==> src/hdl/quad_dac_consts.vh <==
// Purpose: shared constants of the quad converter control block
// Assumes: included by bare name from the design files
// Notes: byte offsets are word aligned on a 32-bit bus
`ifndef QUAD_DAC_CONSTS_VH
`define QUAD_DAC_CONSTS_VH

// ----------------------------------------------------------------
// serial frame layout
// ----------------------------------------------------------------
`define FRAME_BITS 16
`define FRAME_LAST_EDGE 5'h10
`define FRAME_SEL_HI 15
`define FRAME_SEL_LO 14
`define FRAME_OP_HI 13
`define FRAME_OP_LO 12
`define FRAME_CODE_HI 11
`define FRAME_CODE_LO 2
`define CODE_BITS 10
`define CODE_ZERO 10'h000

// ----------------------------------------------------------------
// operation modes
// ----------------------------------------------------------------
`define OP_WRITE_HOLD 2'h0
`define OP_WRITE_UPDATE 2'h1
`define OP_WRITE_ALL 2'h2
`define OP_POWER_DOWN 2'h3

// ----------------------------------------------------------------
// power-down terminations (channel select field)
// ----------------------------------------------------------------
`define TERM_HIZ_A 2'h0
`define TERM_2K5 2'h1
`define TERM_100K 2'h2
`define TERM_HIZ_B 2'h3

// ----------------------------------------------------------------
// register map
// ----------------------------------------------------------------
`define REG_CTRL 32'h0000_0000
`define REG_STATUS 32'h0000_0004
`define REG_CMD 32'h0000_0008
`define REG_CHAN0 32'h0000_0010
`define REG_CHAN1 32'h0000_0014
`define REG_CHAN2 32'h0000_0018
`define REG_CHAN3 32'h0000_001C
`define IDX_NONE 3'h7
`define IDX_CTRL 3'h0
`define IDX_STATUS 3'h1
`define IDX_CMD 3'h2
`define IDX_CHAN0 3'h4
`define CTRL_RESET 1'h1
`define CTRL_SERIAL_EN 0
`define CHAN_OUT_LO 16
`define HRESP_OKAY 1'h0

`endif

==> src/hdl/frame_shifter.v <==
// Purpose: collect 16-bit frames from the three-wire serial port
// Assumes: frame select, serial clock and data synchronous to clk
// Notes: serial clock must be slower than clk/2 for edge detection
`timescale 1ns/100ps
`include "quad_dac_consts.vh"

module frame_shifter
(
  // clock and reset
  input wire clk,
  input wire rst_n,
  // serial pins
  input wire syncN,
  input wire sclk,
  input wire din,
  // frame out
  output reg frameValid,
  output reg [15:0] frameWord
);

  reg sclkPrev;
  reg [4:0] edgeCount;
  reg [15:0] shift;
  wire fallEdge;

  // ----------------------------------------------------------------
  // shift on falling serial clock while frame select is low
  // ----------------------------------------------------------------
  assign fallEdge = sclkPrev & ~sclk & ~syncN;

  always @(posedge clk)
  begin
    if (!rst_n)
    begin
      sclkPrev <= 1'b0;
      edgeCount <= 5'h00;
      shift <= 16'h0000;
      frameValid <= 1'b0;
      frameWord <= 16'h0000;
    end
    else
    begin
      sclkPrev <= sclk;
      frameValid <= 1'b0;
      if (syncN)
      begin
        // short frame simply lost: nothing below ever saw it
        edgeCount <= 5'h00;
      end
      else if (fallEdge && edgeCount != `FRAME_LAST_EDGE)
      begin
        shift <= {shift[14:0], din};
        edgeCount <= edgeCount + 5'h01;
        if (edgeCount == `FRAME_LAST_EDGE - 5'h01)
        begin
          // further clocks ignored until frame select rises
          frameValid <= 1'b1;
          frameWord <= {shift[14:0], din};
        end
      end
    end
  end

endmodule

==> src/hdl/quad_dac_power_control.v <==
// Purpose: command decode, channel registers and power-down control
// Assumes: one clock, synchronous active-low reset standing for power-on
// Notes: registers reachable over AHB-Lite, zero wait states
//
// Added by the designer: the placing of the registers and the AHB-Lite slave port.
`timescale 1ns/100ps
`include "quad_dac_consts.vh"

module quad_dac_power_control
(
  // clock and reset
  input wire clk,
  input wire rst_n,
  // serial pins
  input wire syncN,
  input wire sclk,
  input wire din,
  // AHB-Lite slave
  input wire hsel,
  input wire [31:0] haddr,
  input wire [1:0] htrans,
  input wire hwrite,
  input wire [2:0] hsize,
  input wire [31:0] hwdata,
  input wire hready,
  output reg [31:0] hrdata,
  output reg hreadyout,
  output reg hresp,
  // converter outputs
  output reg [9:0] outCode0,
  output reg [9:0] outCode1,
  output reg [9:0] outCode2,
  output reg [9:0] outCode3,
  output reg powerDown,
  output reg outHighZ,
  output reg term2k5,
  output reg term100k,
  output reg analogShutdown
);

  // ----------------------------------------------------------------
  // declarations
  // ----------------------------------------------------------------
  wire serialValid;
  wire [15:0] serialWord;
  reg [9:0] chanReg [0:3];
  reg [9:0] liveCode [0:3];
  reg started;
  reg pdActive;
  reg [1:0] pdTerm;
  reg serialEnable;
  reg cmdPending;
  reg [15:0] cmdWord;
  reg [31:0] frameCount;
  reg dpWrite;
  reg [2:0] dpIndex;
  reg execValid;
  reg [15:0] execWord;
  wire [1:0] channel_select_bit_pair;
  wire channel_select_bit_high;
  wire channel_select_bit_low;
  wire op_mode_bit_high;
  wire op_mode_bit_low;
  wire [1:0] opMode;
  wire [9:0] newCode;
  wire addrPhase;
  wire busWriteCmd;
  integer i;

  // ----------------------------------------------------------------
  // functions
  // ----------------------------------------------------------------
  function [2:0] busIndex;
    input [31:0] addr;
    begin
      case (addr)
        `REG_CTRL: busIndex = `IDX_CTRL;
        `REG_STATUS: busIndex = `IDX_STATUS;
        `REG_CMD: busIndex = `IDX_CMD;
        `REG_CHAN0: busIndex = `IDX_CHAN0;
        `REG_CHAN1: busIndex = `IDX_CHAN0 + 3'h1;
        `REG_CHAN2: busIndex = `IDX_CHAN0 + 3'h2;
        `REG_CHAN3: busIndex = `IDX_CHAN0 + 3'h3;
        default: busIndex = `IDX_NONE;
      endcase
    end
  endfunction

  function isHighZ;
    input [1:0] sel;
    begin
      isHighZ = (sel == `TERM_HIZ_A) || (sel == `TERM_HIZ_B);
    end
  endfunction

  // ----------------------------------------------------------------
  // serial front end
  // ----------------------------------------------------------------
  frame_shifter shifter
  (
    .clk(clk),
    .rst_n(rst_n),
    .syncN(syncN),
    .sclk(sclk),
    .din(din),
    .frameValid(serialValid),
    .frameWord(serialWord)
  );

  // ----------------------------------------------------------------
  // command source select
  // ----------------------------------------------------------------
  // serial frame wins a collision; the bus command waits a cycle
  always @*
  begin
    execValid = 1'b0;
    execWord = cmdWord;
    if (serialValid && serialEnable)
    begin
      execValid = 1'b1;
      execWord = serialWord;
    end
    else if (cmdPending)
    begin
      execValid = 1'b1;
    end
  end

  // ----------------------------------------------------------------
  // frame decode
  // ----------------------------------------------------------------
  assign channel_select_bit_high = execWord[`FRAME_SEL_HI];
  assign channel_select_bit_low = execWord[`FRAME_SEL_LO];
  assign op_mode_bit_high = execWord[`FRAME_OP_HI];
  assign op_mode_bit_low = execWord[`FRAME_OP_LO];
  assign channel_select_bit_pair = {channel_select_bit_high, channel_select_bit_low};
  assign opMode = {op_mode_bit_high, op_mode_bit_low};
  // two lowest data bits carry no weight at this resolution
  assign newCode = execWord[`FRAME_CODE_HI:`FRAME_CODE_LO];

  // ----------------------------------------------------------------
  // channel registers and mode
  // ----------------------------------------------------------------
  always @(posedge clk)
  begin
    if (!rst_n)
    begin
      for (i = 0; i < 4; i = i + 1)
      begin
        chanReg[i] <= `CODE_ZERO;
        liveCode[i] <= `CODE_ZERO;
      end
      started <= 1'b0;
      pdActive <= 1'b0;
      pdTerm <= `TERM_HIZ_A;
      frameCount <= 32'h0000_0000;
    end
    else if (execValid)
    begin
      started <= 1'b1;
      frameCount <= frameCount + 32'h0000_0001;
      case (opMode)
        `OP_WRITE_HOLD:
        begin
          chanReg[channel_select_bit_pair] <= newCode;
          pdActive <= 1'b0;
        end
        `OP_WRITE_UPDATE:
        begin
          for (i = 0; i < 4; i = i + 1)
          begin
            liveCode[i] <= (i == channel_select_bit_pair) ? newCode : chanReg[i];
          end
          chanReg[channel_select_bit_pair] <= newCode;
          pdActive <= 1'b0;
        end
        `OP_WRITE_ALL:
        begin
          for (i = 0; i < 4; i = i + 1)
          begin
            chanReg[i] <= newCode;
            liveCode[i] <= newCode;
          end
          pdActive <= 1'b0;
        end
        `OP_POWER_DOWN:
        begin
          // select bits name a termination here, not a channel
          pdActive <= 1'b1;
          pdTerm <= channel_select_bit_pair;
          // channel registers deliberately left alone
        end
        default:
        begin
          pdActive <= pdActive;
        end
      endcase
    end
  end

  // ----------------------------------------------------------------
  // converter outputs
  // ----------------------------------------------------------------
  always @(posedge clk)
  begin
    if (!rst_n)
    begin
      outCode0 <= `CODE_ZERO;
      outCode1 <= `CODE_ZERO;
      outCode2 <= `CODE_ZERO;
      outCode3 <= `CODE_ZERO;
      powerDown <= 1'b0;
      outHighZ <= 1'b0;
      term2k5 <= 1'b0;
      term100k <= 1'b0;
      analogShutdown <= 1'b0;
    end
    else
    begin
      // zero until a valid frame, and zero while powered down
      outCode0 <= (started && !pdActive) ? liveCode[0] : `CODE_ZERO;
      outCode1 <= (started && !pdActive) ? liveCode[1] : `CODE_ZERO;
      outCode2 <= (started && !pdActive) ? liveCode[2] : `CODE_ZERO;
      outCode3 <= (started && !pdActive) ? liveCode[3] : `CODE_ZERO;
      powerDown <= pdActive;
      analogShutdown <= pdActive;
      outHighZ <= pdActive && isHighZ(pdTerm);
      term2k5 <= pdActive && (pdTerm == `TERM_2K5);
      term100k <= pdActive && (pdTerm == `TERM_100K);
    end
  end

  // ----------------------------------------------------------------
  // AHB-Lite slave
  // ----------------------------------------------------------------
  assign addrPhase = hsel && htrans[1] && hready;
  assign busWriteCmd = dpWrite && (dpIndex == `IDX_CMD);

  always @(posedge clk)
  begin
    if (!rst_n)
    begin
      hrdata <= 32'h0000_0000;
      hreadyout <= 1'b1;
      hresp <= `HRESP_OKAY;
      dpWrite <= 1'b0;
      dpIndex <= `IDX_NONE;
      serialEnable <= `CTRL_RESET;
      cmdPending <= 1'b0;
      cmdWord <= 16'h0000;
    end
    else
    begin
      hreadyout <= 1'b1;
      hresp <= `HRESP_OKAY;
      dpWrite <= addrPhase && hwrite;
      dpIndex <= addrPhase ? busIndex(haddr) : `IDX_NONE;
      // data phase writes
      if (dpWrite && dpIndex == `IDX_CTRL)
      begin
        serialEnable <= hwdata[`CTRL_SERIAL_EN];
      end
      // a new command wins over the retire of an older one
      if (busWriteCmd)
      begin
        cmdWord <= hwdata[15:0];
        cmdPending <= 1'b1;
      end
      else if (cmdPending && !(serialValid && serialEnable))
      begin
        cmdPending <= 1'b0;
      end
      // read data prepared at address phase, stands through data phase
      if (addrPhase && !hwrite)
      begin
        case (busIndex(haddr))
          `IDX_CTRL: hrdata <= {31'h0000_0000, serialEnable};
          `IDX_STATUS: hrdata <= {24'h00_0000, frameCount[3:0], cmdPending,
                                  pdTerm, pdActive} | {27'h000_0000, started, 4'h0};
          `IDX_CMD: hrdata <= {16'h0000, cmdWord};
          `IDX_CHAN0: hrdata <= {6'h00, liveCode[0], 6'h00, chanReg[0]};
          `IDX_CHAN0 + 3'h1: hrdata <= {6'h00, liveCode[1], 6'h00, chanReg[1]};
          `IDX_CHAN0 + 3'h2: hrdata <= {6'h00, liveCode[2], 6'h00, chanReg[2]};
          `IDX_CHAN0 + 3'h3: hrdata <= {6'h00, liveCode[3], 6'h00, chanReg[3]};
          default: hrdata <= 32'h0000_0000;
        endcase
      end
    end
  end

endmodule

==> config.mk <==
export PLATFORM = sky130hd
export DESIGN_NAME = quad_dac_power_control
export DESIGN_NICKNAME = d
export VERILOG_FILES = /design/src/hdl/frame_shifter.v /design/src/hdl/quad_dac_power_control.v
export VERILOG_INCLUDE_DIRS = /design/src /design/src/hdl
export SDC_FILE = /design/constraint.sdc
export NUM_CORES = 1
export LEC_CHECK = 0
export ABC_AREA = 1
export BUFFER_PORTS_ARGS = -buffer_cell sky130_fd_sc_hd__buf_2
export CAP_MARGIN = 15
export CORE_MARGIN = 2
export CORE_UTILIZATION = 45
export CTS_BUF_LIST = sky130_fd_sc_hd__clkbuf_8
export DETAILED_ROUTE_END_ITERATION = 12
export PLACE_DENSITY = 0.66
export SLEW_MARGIN = 25
export SYNTH_ARGS = -nofsm -noshare
export SYNTH_HDL_FRONTEND = slang
export SYNTH_HIERARCHICAL = 1
export SYNTH_SLANG_ARGS = --single-unit
export TNS_END_PERCENT = 100
==> constraint.sdc <==
create_clock -name clk -period 3.4 [get_ports clk]
set_input_delay 0.34 -clock clk [delete_from_list [all_inputs] [get_ports clk]]
set_output_delay 0.34 -clock clk [all_outputs]
set_load 0.01 [all_outputs]
==> flow_summary.yaml, run 1 <==
hold_path:
  hold_path.class: "primary input to register"
final_layout:
  layout_commonest_cell: "nand2_1"
  layout-drive-gt1-share_pct: 21.7
  final_cell_mix: "214 x nand2_1, 176 x nor2_1, 163 x inv_1, 136 x dfxtp_1, 127 x buf_2"
  fill_cells: 2118
  area_growth_pct: 15.9
  nNetsFinal: 1422
  design_area_um2: 11400
  diodes: 0
  fin_util_pct: 52.7
floorplanning:
  start_util_pct: 45.5
  dieWidth_um: 152
  die_area_um2: 23100
  rows: 54
  core_area_um2: 21600
  design.portCount: 156
  die_h_um: 152
clock_tree:
  ctsHoldBuffers: 0
  cts-buffers-inserted: 38
  cts_resized: 0
  cts_root_buffer: "clkbuf_8"
  htreeDepth: 2
  cts_sinks: 216
  path_clk_slew_ps: 60
  postCtsSetupRepairBufs: 0
  clk_latency_ps: 510
  cts_tree: "done"
  cts_max_path_buffers: 3
timing:
  fin_skew_ps: 17.7
  final_hold_viol_count: 0
  period_needed_ps: 2630
  fin_crit_sh_pct: 77.5
  rsz0062_at_grt: "no"
  maxSlewHeadroom_pct: 40.3
  max_freq_ghz: 0.380
  setup-tns-final_ps: 0
  worst_slack_ps: 766
  finalSetupViolCount: 0
  slew_viol_final: 0
  tightest_slew_ps: 889
critical_path:
  cp_cell_sequence: "nand2_1, o21ai_2, nor3_2, nand2_2, inv_2, nor2_2, nor3_1"
  cp-start-kind: "register"
  slowest_stage: "o21ai_2"
  crit_arrival_ps: 2880
  max_stage_delay_ps: 430
  worstPathRequired_ps: 3640
  reg2reg_setup_slack_ps: 770
  path_class: "register to register"
  cp-end-kind: "register"
  worst-path-max-fanout: 24
place:
  pre_cts_ws_ps: 791
  dp_hpwl_mm: 17.7
  place.gp.congestion: 0.919
  place_area_um2: 10600
  portBuffers: 127
global_route:
  grt.total_usage_pct: 21.1
  grt_pass1_wl_mm: 39.3
  grt_start_max_net_pins: 41
  first_global_vias: 7625
  antenna_found_initial: 0
  overflow: 0
synthesis:
  netlist_area_um2: 9840
  synth_cells: 1206
  synth.avg_cell_area_um2: 8.16
  ys_warn_count: 6
route:
  drt-wirelength-per-cell_um: 14.8
  first_pass_iters: 5
  vias: 8004
  ant_nets: 0
  routed.top_layer: "met4"
  wl_met3_mm: 1.47
  drc_errors: 0
  routed_wl_mm: 24.3
  wl_met2_mm: 11.6
  viasPerCell: 4.86
  drt-met1-wl_mm: 10.2
  drt_iter0_drc: 565
power:
  p_leak_nw: 4.92
  vdd_drop_max_uv: 305
  powerDensity_nw_per_um2: 465
run_status:
  status: "finished, final reports clean"
flow_run:
  drv_cap: 0
[worst paths after layout]
check	start	to	depth (start not counted)
worst max-delay path	serialEnable$_SDFFE_PN1P_	liveCode[1][3]$_SDFFCE_PP0P_	7
worst min-delay path	sclk	shifter/sclkPrev$_SDFF_PN0_	3
worst max register to register	serialEnable$_SDFFE_PN1P_	liveCode[1][3]$_SDFFCE_PP0P_	7
worst min register to register	cmdWord[0]$_SDFFE_PN0P_	cmdWord[0]$_SDFFE_PN0P_	2
[metrics by stage]
stage                     hold WS [ps]  instances  total power [W]
after global placement             437       1579          0.00299
after CTS                         15.5       1646          0.00536
after floorplan                    424       1212          0.00291
after global routing              24.1       1646          0.00553
after detailed placement           444       1579          0.00299
final                             34.6       1646          0.00530
[where the power goes]
part	internal (W)	switching, W
logic	0.0000637	0.000120
clock network	0.00134	0.00102
registers	0.00272	0.0000260
total	0.00413	0.00117
[area by class of cell]
cell class	instances	area, um^2	share of cell area (%)
repair buffers	149	801	7.02
well taps	280	350	3.07
flip-flops and latches	216	5120	45.0
inverters	176	666	5.84
multi-input cells	758	3690	32.4
clock inverters	19	106	0.933
clock buffers	48	661	5.79
[worst max-delay path: cells and delay by family (launching register included)]
family / cells / cell delay (ps)
flip-flops: 1 / 350
buffers and inverters: 1 / 180
AO/OA/AOI/OAI: 1 / 430
AND/OR/NAND/NOR: 5 / 1390
[flip-flops by register name (all words and copies together) (netlist names), 14 cells and up]
signal             flops
shifter/frameWord     14
cmdWord               16
shifter/shift         15
chanReg               40
hrdata                26
liveCode              40
[per-layer routing]
metal	track usage, %	vias up
li1	-	4103
met1	27.0	3593
met2	35.3	253
met3	3.68	55
met4	9.52	0
met5	0	-
Power figures use the tool's default switching activity.
==> run 2: changes to the inputs <==
==> constraint.sdc (replaced) <==
create_clock -name clk -period 2.6 [get_ports clk]
set_input_delay 0.26 -clock clk [delete_from_list [all_inputs] [get_ports clk]]
set_output_delay 0.26 -clock clk [all_outputs]
set_load 0.01 [all_outputs]
==> run 2 against run 1 <==
Compared with the run above: die area is the same; combinational power grew 33%; worst setup slack lost 310 ps; clock power grew 27%; cell area grew 0.99%; largest power group unchanged; largest cell class unchanged; global-route usage grew 0.37 points; sequential share of layout area shrank 0.44 points; wire length grew 1.1%; cell count grew 1.0%.
==> flow_summary.yaml, run 2 (synthesized netlist as in run 1, its figures left out) <==
hold_path:
  hold_path_end: "cmdWord[13]$_SDFFE_PN0P_"
  worstHoldStart: "hwdata[13]"
  hold_depth: 3
  hold_path.class: "primary input to register"
final_layout:
  area_growth_pct: 17.0
  layout-drive-gt1-share_pct: 22.3
  diodes: 0
  layout_commonest_cell: "nand2_1"
  nNetsFinal: 1439
  largestRegisters: "chanReg: 40 flops, liveCode: 40 flops, hrdata: 26 flops"
  design_area_um2: 11500
  final_cell_mix: "214 x nand2_1, 176 x nor2_1, 169 x inv_1, 136 x dfxtp_1, 127 x buf_2"
power:
  powerDensity_nw_per_um2: 593
  p_total_w: 0.00683
  pwr-share-comb_pct: 3.6
  pwr-share-seq_pct: 52.7
  power.switching_w: 0.00153
  internal_power_w: 0.00530
  pwr-share-clk_pct: 43.7
  p_leak_nw: 5.01
  netSwitchingFraction_pct: 22.4
  vdd_drop_max_uv: 447
critical_path:
  cp_common_cell: "inv_2"
  cp-end-kind: "register"
  path_class: "register to register"
  worst-path-max-fanout: 29
  cp-start-kind: "register"
  r2r_end: "liveCode[1][7]$_SDFFCE_PP0P_"
  slowest_stage: "dfxtp_1"
  max_stage_delay_ps: 360
  crit_start: "serialEnable$_SDFFE_PN1P_"
  crit_arrival_ps: 2480
  reg2reg_setup_slack_ps: 450
  worstPathRequired_ps: 2930
  path_delay_family: "simple AND/OR/NAND/NOR gates"
  crit_buf_inv: 4
  reg2regPathDepth: 10
  cp_cell_sequence: "nand2_1, buf_12, o21ai_2, inv_2, nor3_2, nand2_2, inv_2, nor2_2, buf_4, nor3_1"
  worstReg2RegStart: "serialEnable$_SDFFE_PN1P_"
clock_tree:
  cts_root_buffer: "clkbuf_8"
  cts_tree: "done"
  cts_max_path_buffers: 3
  clk_latency_ps: 540
  cts-buffers-inserted: 38
  cts_sinks: 216
  path_clk_slew_ps: 60
  htreeDepth: 2
floorplanning:
  start_util_pct: 45.5
  dieWidth_um: 152
  rows: 54
  design.portCount: 156
  die_area_um2: 23100
  die_h_um: 152
  core_area_um2: 21600
place:
  dp_hpwl_mm: 18.0
  place_area_um2: 10800
  portBuffers: 127
  place.gp.congestion: 0.917
timing:
  slew_viol_final: 0
  fin_crit_sh_pct: 82.6
  setup-tns-final_ps: 0
  finalSetupViolCount: 0
  final_hold_viol_count: 0
  rsz0062_at_grt: "no"
  fin_skew_ps: 31.5
  tightest_slew_ps: 602
  max_freq_ghz: 0.466
  period_needed_ps: 2150
  maxSlewHeadroom_pct: 59.6
  hold_ws_ps: 11.9
route:
  ant_nets: 0
  drc_errors: 0
  vias: 8087
  drt_iter0_drc: 628
  drt-wirelength-per-cell_um: 14.8
  first_pass_iters: 5
  viasPerCell: 4.86
  routed_wl_mm: 24.6
global_route:
  first_global_vias: 7805
  overflow: 0
  grt_pass1_wl_mm: 39.9
  grt.total_usage_pct: 21.5
  antenna_found_initial: 0
  grt_start_max_net_pins: 41
flow_run:
  drv_cap: 0
run_status:
  status: "finished, final reports clean"
## run 2: layout make-up
| cell class | count | area, um^2 |
|---|---|---|
| Clock inverter | 19 | 73.8 |
| Tap cell | 280 | 350 |
| Multi-Input combinational cell | 758 | 3690 |
| Inverter | 176 | 666 |
| Clock buffer | 48 | 661 |
| Sequential cell | 216 | 5120 |
| Fill cell | 2164 | 10100 |
| Timing Repair Buffer | 166 | 946 |
## run 2: power groups by stage
stage | Sequential, W | Combinational, W | Clock (W)
2_1_floorplan | 0.00366 | 0.000152 | 0
3_3_place_gp | 0.00367 | 0.000241 | 0
3_5_place_dp | 0.00367 | 0.000244 | 0
4_1_cts | 0.00360 | 0.000247 | 0.00305
5_1_grt | 0.00360 | 0.000279 | 0.00321
6_report | 0.00360 | 0.000245 | 0.00299
## run 2: worst max-delay path by stage
stage	end	depth (start not counted)	slack, ps
after global routing	liveCode[1][7]$_SDFFCE_PP0P_	10	310
after floorplan	chanReg[0][0]$_DFFE_PP_	7	200
final	liveCode[1][7]$_SDFFCE_PP0P_	10	450
after detailed placement	hrdata[25]$_SDFFE_PN0P_	12	420
after global placement	hrdata[25]$_SDFFE_PN0P_	12	430
after CTS	liveCode[1][7]$_SDFFCE_PP0P_	10	480
## run 2: tightest hold or removal path, cell delays in order
cell     delay (ps)
buf_2            70
o21ai_0          70
a21oi_1         100
## run 2: per-layer routing
layer | routed length, um | track usage [%]
met3 | 1340 | 3.42
met2 | 11800 | 36.6
met4 | 882 | 8.68
met1 | 10500 | 27.5
met5 | 0 | 0
## run 2: timing repair
item | in CTS | in global routing
setup endpoints to repair | 0 | 0
hold buffers | 2 | 0
gates resized for setup | 0 | 0
buffers inserted | 0 | 0
endpoints found under the hold margin | 2 | 0
## run 2: through the flow
step / cells / util [%] / setup WS (ps)
floorplan: 1212 / - / 200
global placement: 1594 / 49.8 / 428
detailed placement: 1594 / 49.8 / 419
CTS: 1663 / 53.3 / 478
global route: 1663 / 53.3 / 313
finish: 1663 / 53.3 / 453
==> run 3: changes to the inputs <==
--- a/config.mk
+++ b/config.mk
@@ -13,7 +13,7 @@
 export CORE_UTILIZATION = 45
 export CTS_BUF_LIST = sky130_fd_sc_hd__clkbuf_8
 export DETAILED_ROUTE_END_ITERATION = 12
-export PLACE_DENSITY = 0.66
+export PLACE_DENSITY = 0.68
 export SLEW_MARGIN = 25
 export SYNTH_ARGS = -nofsm -noshare
 export SYNTH_HDL_FRONTEND = slang
==> constraint.sdc (replaced) <==
create_clock -name clk -period 1.9 [get_ports clk]
set_input_delay 0.19 -clock clk [delete_from_list [all_inputs] [get_ports clk]]
set_output_delay 0.19 -clock clk [all_outputs]
set_load 0.01 [all_outputs]
==> run 3 against run 2 <==
Compared with the run above: critical path depth is 2 higher; sequential power grew 37%; critical path type unchanged; power is 40% higher; clock power up 41%.
==> flow_summary.yaml, run 3 (synthesized netlist as in run 1, its figures left out) <==
run_status:
  status: "finished, final reports clean"
critical_path:
  crit_arrival_ps: 2240
  cp_common_cell: "nand2_4"
  slowest_stage: "dfxtp_4"
  crit_buf_inv: 4
  path_delay_family: "simple AND/OR/NAND/NOR gates"
  worst-path-max-fanout: 7
  cp-end-kind: "register"
  worstPathRequired_ps: 2300
  path_class: "register to register"
  max_stage_delay_ps: 360
  cp_cell_sequence: "nand2_4, buf_12, nand2_4, o21ai_4, buf_4, nor2_4, nand3_4, inv_4, nor2_2, buf_6, or2_0, a21oi_2"
  cp-start-kind: "register"
timing:
  worst_slack_ps: 61.5
  tightest_slew_ps: 562
  fin_skew_ps: 24.7
  max_freq_ghz: 0.544
  rsz0062_at_grt: "yes"
  fin_crit_sh_pct: 96.8
  finalSetupViolCount: 0
  maxSlewHeadroom_pct: 62.3
  period_needed_ps: 1840
  slew_viol_final: 0
  final_hold_viol_count: 0
power:
  vdd_drop_max_uv: 509
  p_leak_nw: 5.42
  powerDensity_nw_per_um2: 769
floorplanning:
  design.portCount: 156
  dieWidth_um: 152
  start_util_pct: 45.5
  core_area_um2: 21600
  rows: 54
  die_area_um2: 23100
  die_h_um: 152
final_layout:
  stdcell_count: 1732
  fin_util_pct: 57.3
  layout_commonest_cell: "nand2_1"
  design_area_um2: 12400
  final_cell_mix: "211 x nand2_1, 175 x nor2_1, 167 x inv_1, 134 x dfxtp_1, 127 x buf_2"
  fill_cells: 1998
  layout-drive-gt1-share_pct: 25.6
  nNetsFinal: 1508
  diodes: 0
  area_growth_pct: 26.0
  largestRegisters: "chanReg: 40 flops, liveCode: 40 flops, hrdata: 26 flops"
place:
  place.gp.congestion: 0.940
  dp_hpwl_mm: 18.9
  place_area_um2: 11300
  pre_cts_ws_ps: -79.2
  dp_cells: 1638
  portBuffers: 127
clock_tree:
  htreeDepth: 2
  path_clk_slew_ps: 60
  cts-buffers-inserted: 37
  cts_max_path_buffers: 3
  cts_root_buffer: "clkbuf_8"
  cts_sinks: 216
  cts_tree: "done"
  clk_latency_ps: 540
route:
  viasPerCell: 4.80
  drt_iter0_drc: 510
  routed_wl_mm: 25.5
  drt-wirelength-per-cell_um: 14.7
  first_pass_iters: 5
  drc_errors: 0
  ant_nets: 0
  vias: 8305
global_route:
  grt_use_met3_pct: 3.68
  first_global_vias: 8159
  met1_usage_pct: 26.2
  grt.total_usage_pct: 22.0
  top_usage_layer: "met2"
  antenna_found_initial: 0
  overflow: 0
  grt_pass1_wl_mm: 40.9
  grt_start_max_net_pins: 55
  grt_use_met2_pct: 38.3
flow_run:
  drv_cap: 0
hold_path:
  hold_path.class: "primary input to register"
## run 3: cell count changes in the layout (fill, tap and decap cells not counted), sizes merged
cell         delta
clkbuf          -3
buf            +51
dlygate4sd3    +18
clkinv          +1
bufinv          +2
## run 3: repair_timing
item | 4_1_cts | 5_1_grt
setup endpoints to repair | 25 | 129
resized for setup | 3 | 24
endpoints found under the hold margin | 21 | 0
pin swaps | 0 | 7
hold buffers | 20 | 0
gates cloned | 0 | 1
buffers inserted | 0 | 7
## run 3: tightest hold or removal path, delay by kind of cell
family	cells	cell delay [ps]
and+or+nand+nor	2	230
buffers and inverters	1	100
## run 3: final timing paths
check / start / end / slack (ps) / depth (start not counted)
min: htrans[1] / dpWrite$_SDFF_PN0_ / 50 / 3
max reg2reg: serialEnable$_SDFFE_PN1P_ / liveCode[1][9]$_SDFFCE_PP0P_ / 60 / 12
max: serialEnable$_SDFFE_PN1P_ / liveCode[1][9]$_SDFFCE_PP0P_ / 60 / 12
min reg2reg: cmdWord[0]$_SDFFE_PN0P_ / cmdWord[0]$_SDFFE_PN0P_ / 450 / 2
## run 3: area by class of cell
type                            count  area [um^2]  share of cell area, %
Clock buffer                       44          606                   4.88
Inverter                          176          668                   5.39
Multi-Input combinational cell    758         3780                   30.5
Sequential cell                   216         5130                   41.4
Tap cell                          280          350                   2.83
Timing Repair Buffer              236         1720                   13.9
Clock inverter                     22          141                   1.14
## run 3: layer usage
| layer | routed length (um) | up-vias | part of all wire, % |
|---|---|---|---|
| li1 | - | 4277 | - |
| met1 | 10400 | 3712 | 41 |
| met2 | 12400 | 253 | 49 |
| met3 | 1480 | 63 | 5.8 |
| met4 | 1210 | 0 | 4.8 |
| met5 | 0 | - | 0 |
## run 3: per-stage QoR
stage,TNS (ps),power [W],hold WS (ps)
2_1_floorplan,0,0.00522,283
3_3_place_gp,-503,0.00537,400
3_5_place_dp,-1750,0.00538,407
4_1_cts,0,0.00961,33.8
5_1_grt,-41.5,0.00989,62.6
6_report,0,0.00953,51.8
## run 3: power by group
| part | switching [W] | leakage (nW) | total (W) | internal, W |
|---|---|---|---|---|
| clock network | 0.00184 | 0.441 | 0.00421 | 0.00237 |
| logic | 0.000233 | 3.07 | 0.000402 | 0.000169 |
| registers | 0.0000454 | 1.91 | 0.00492 | 0.00487 |
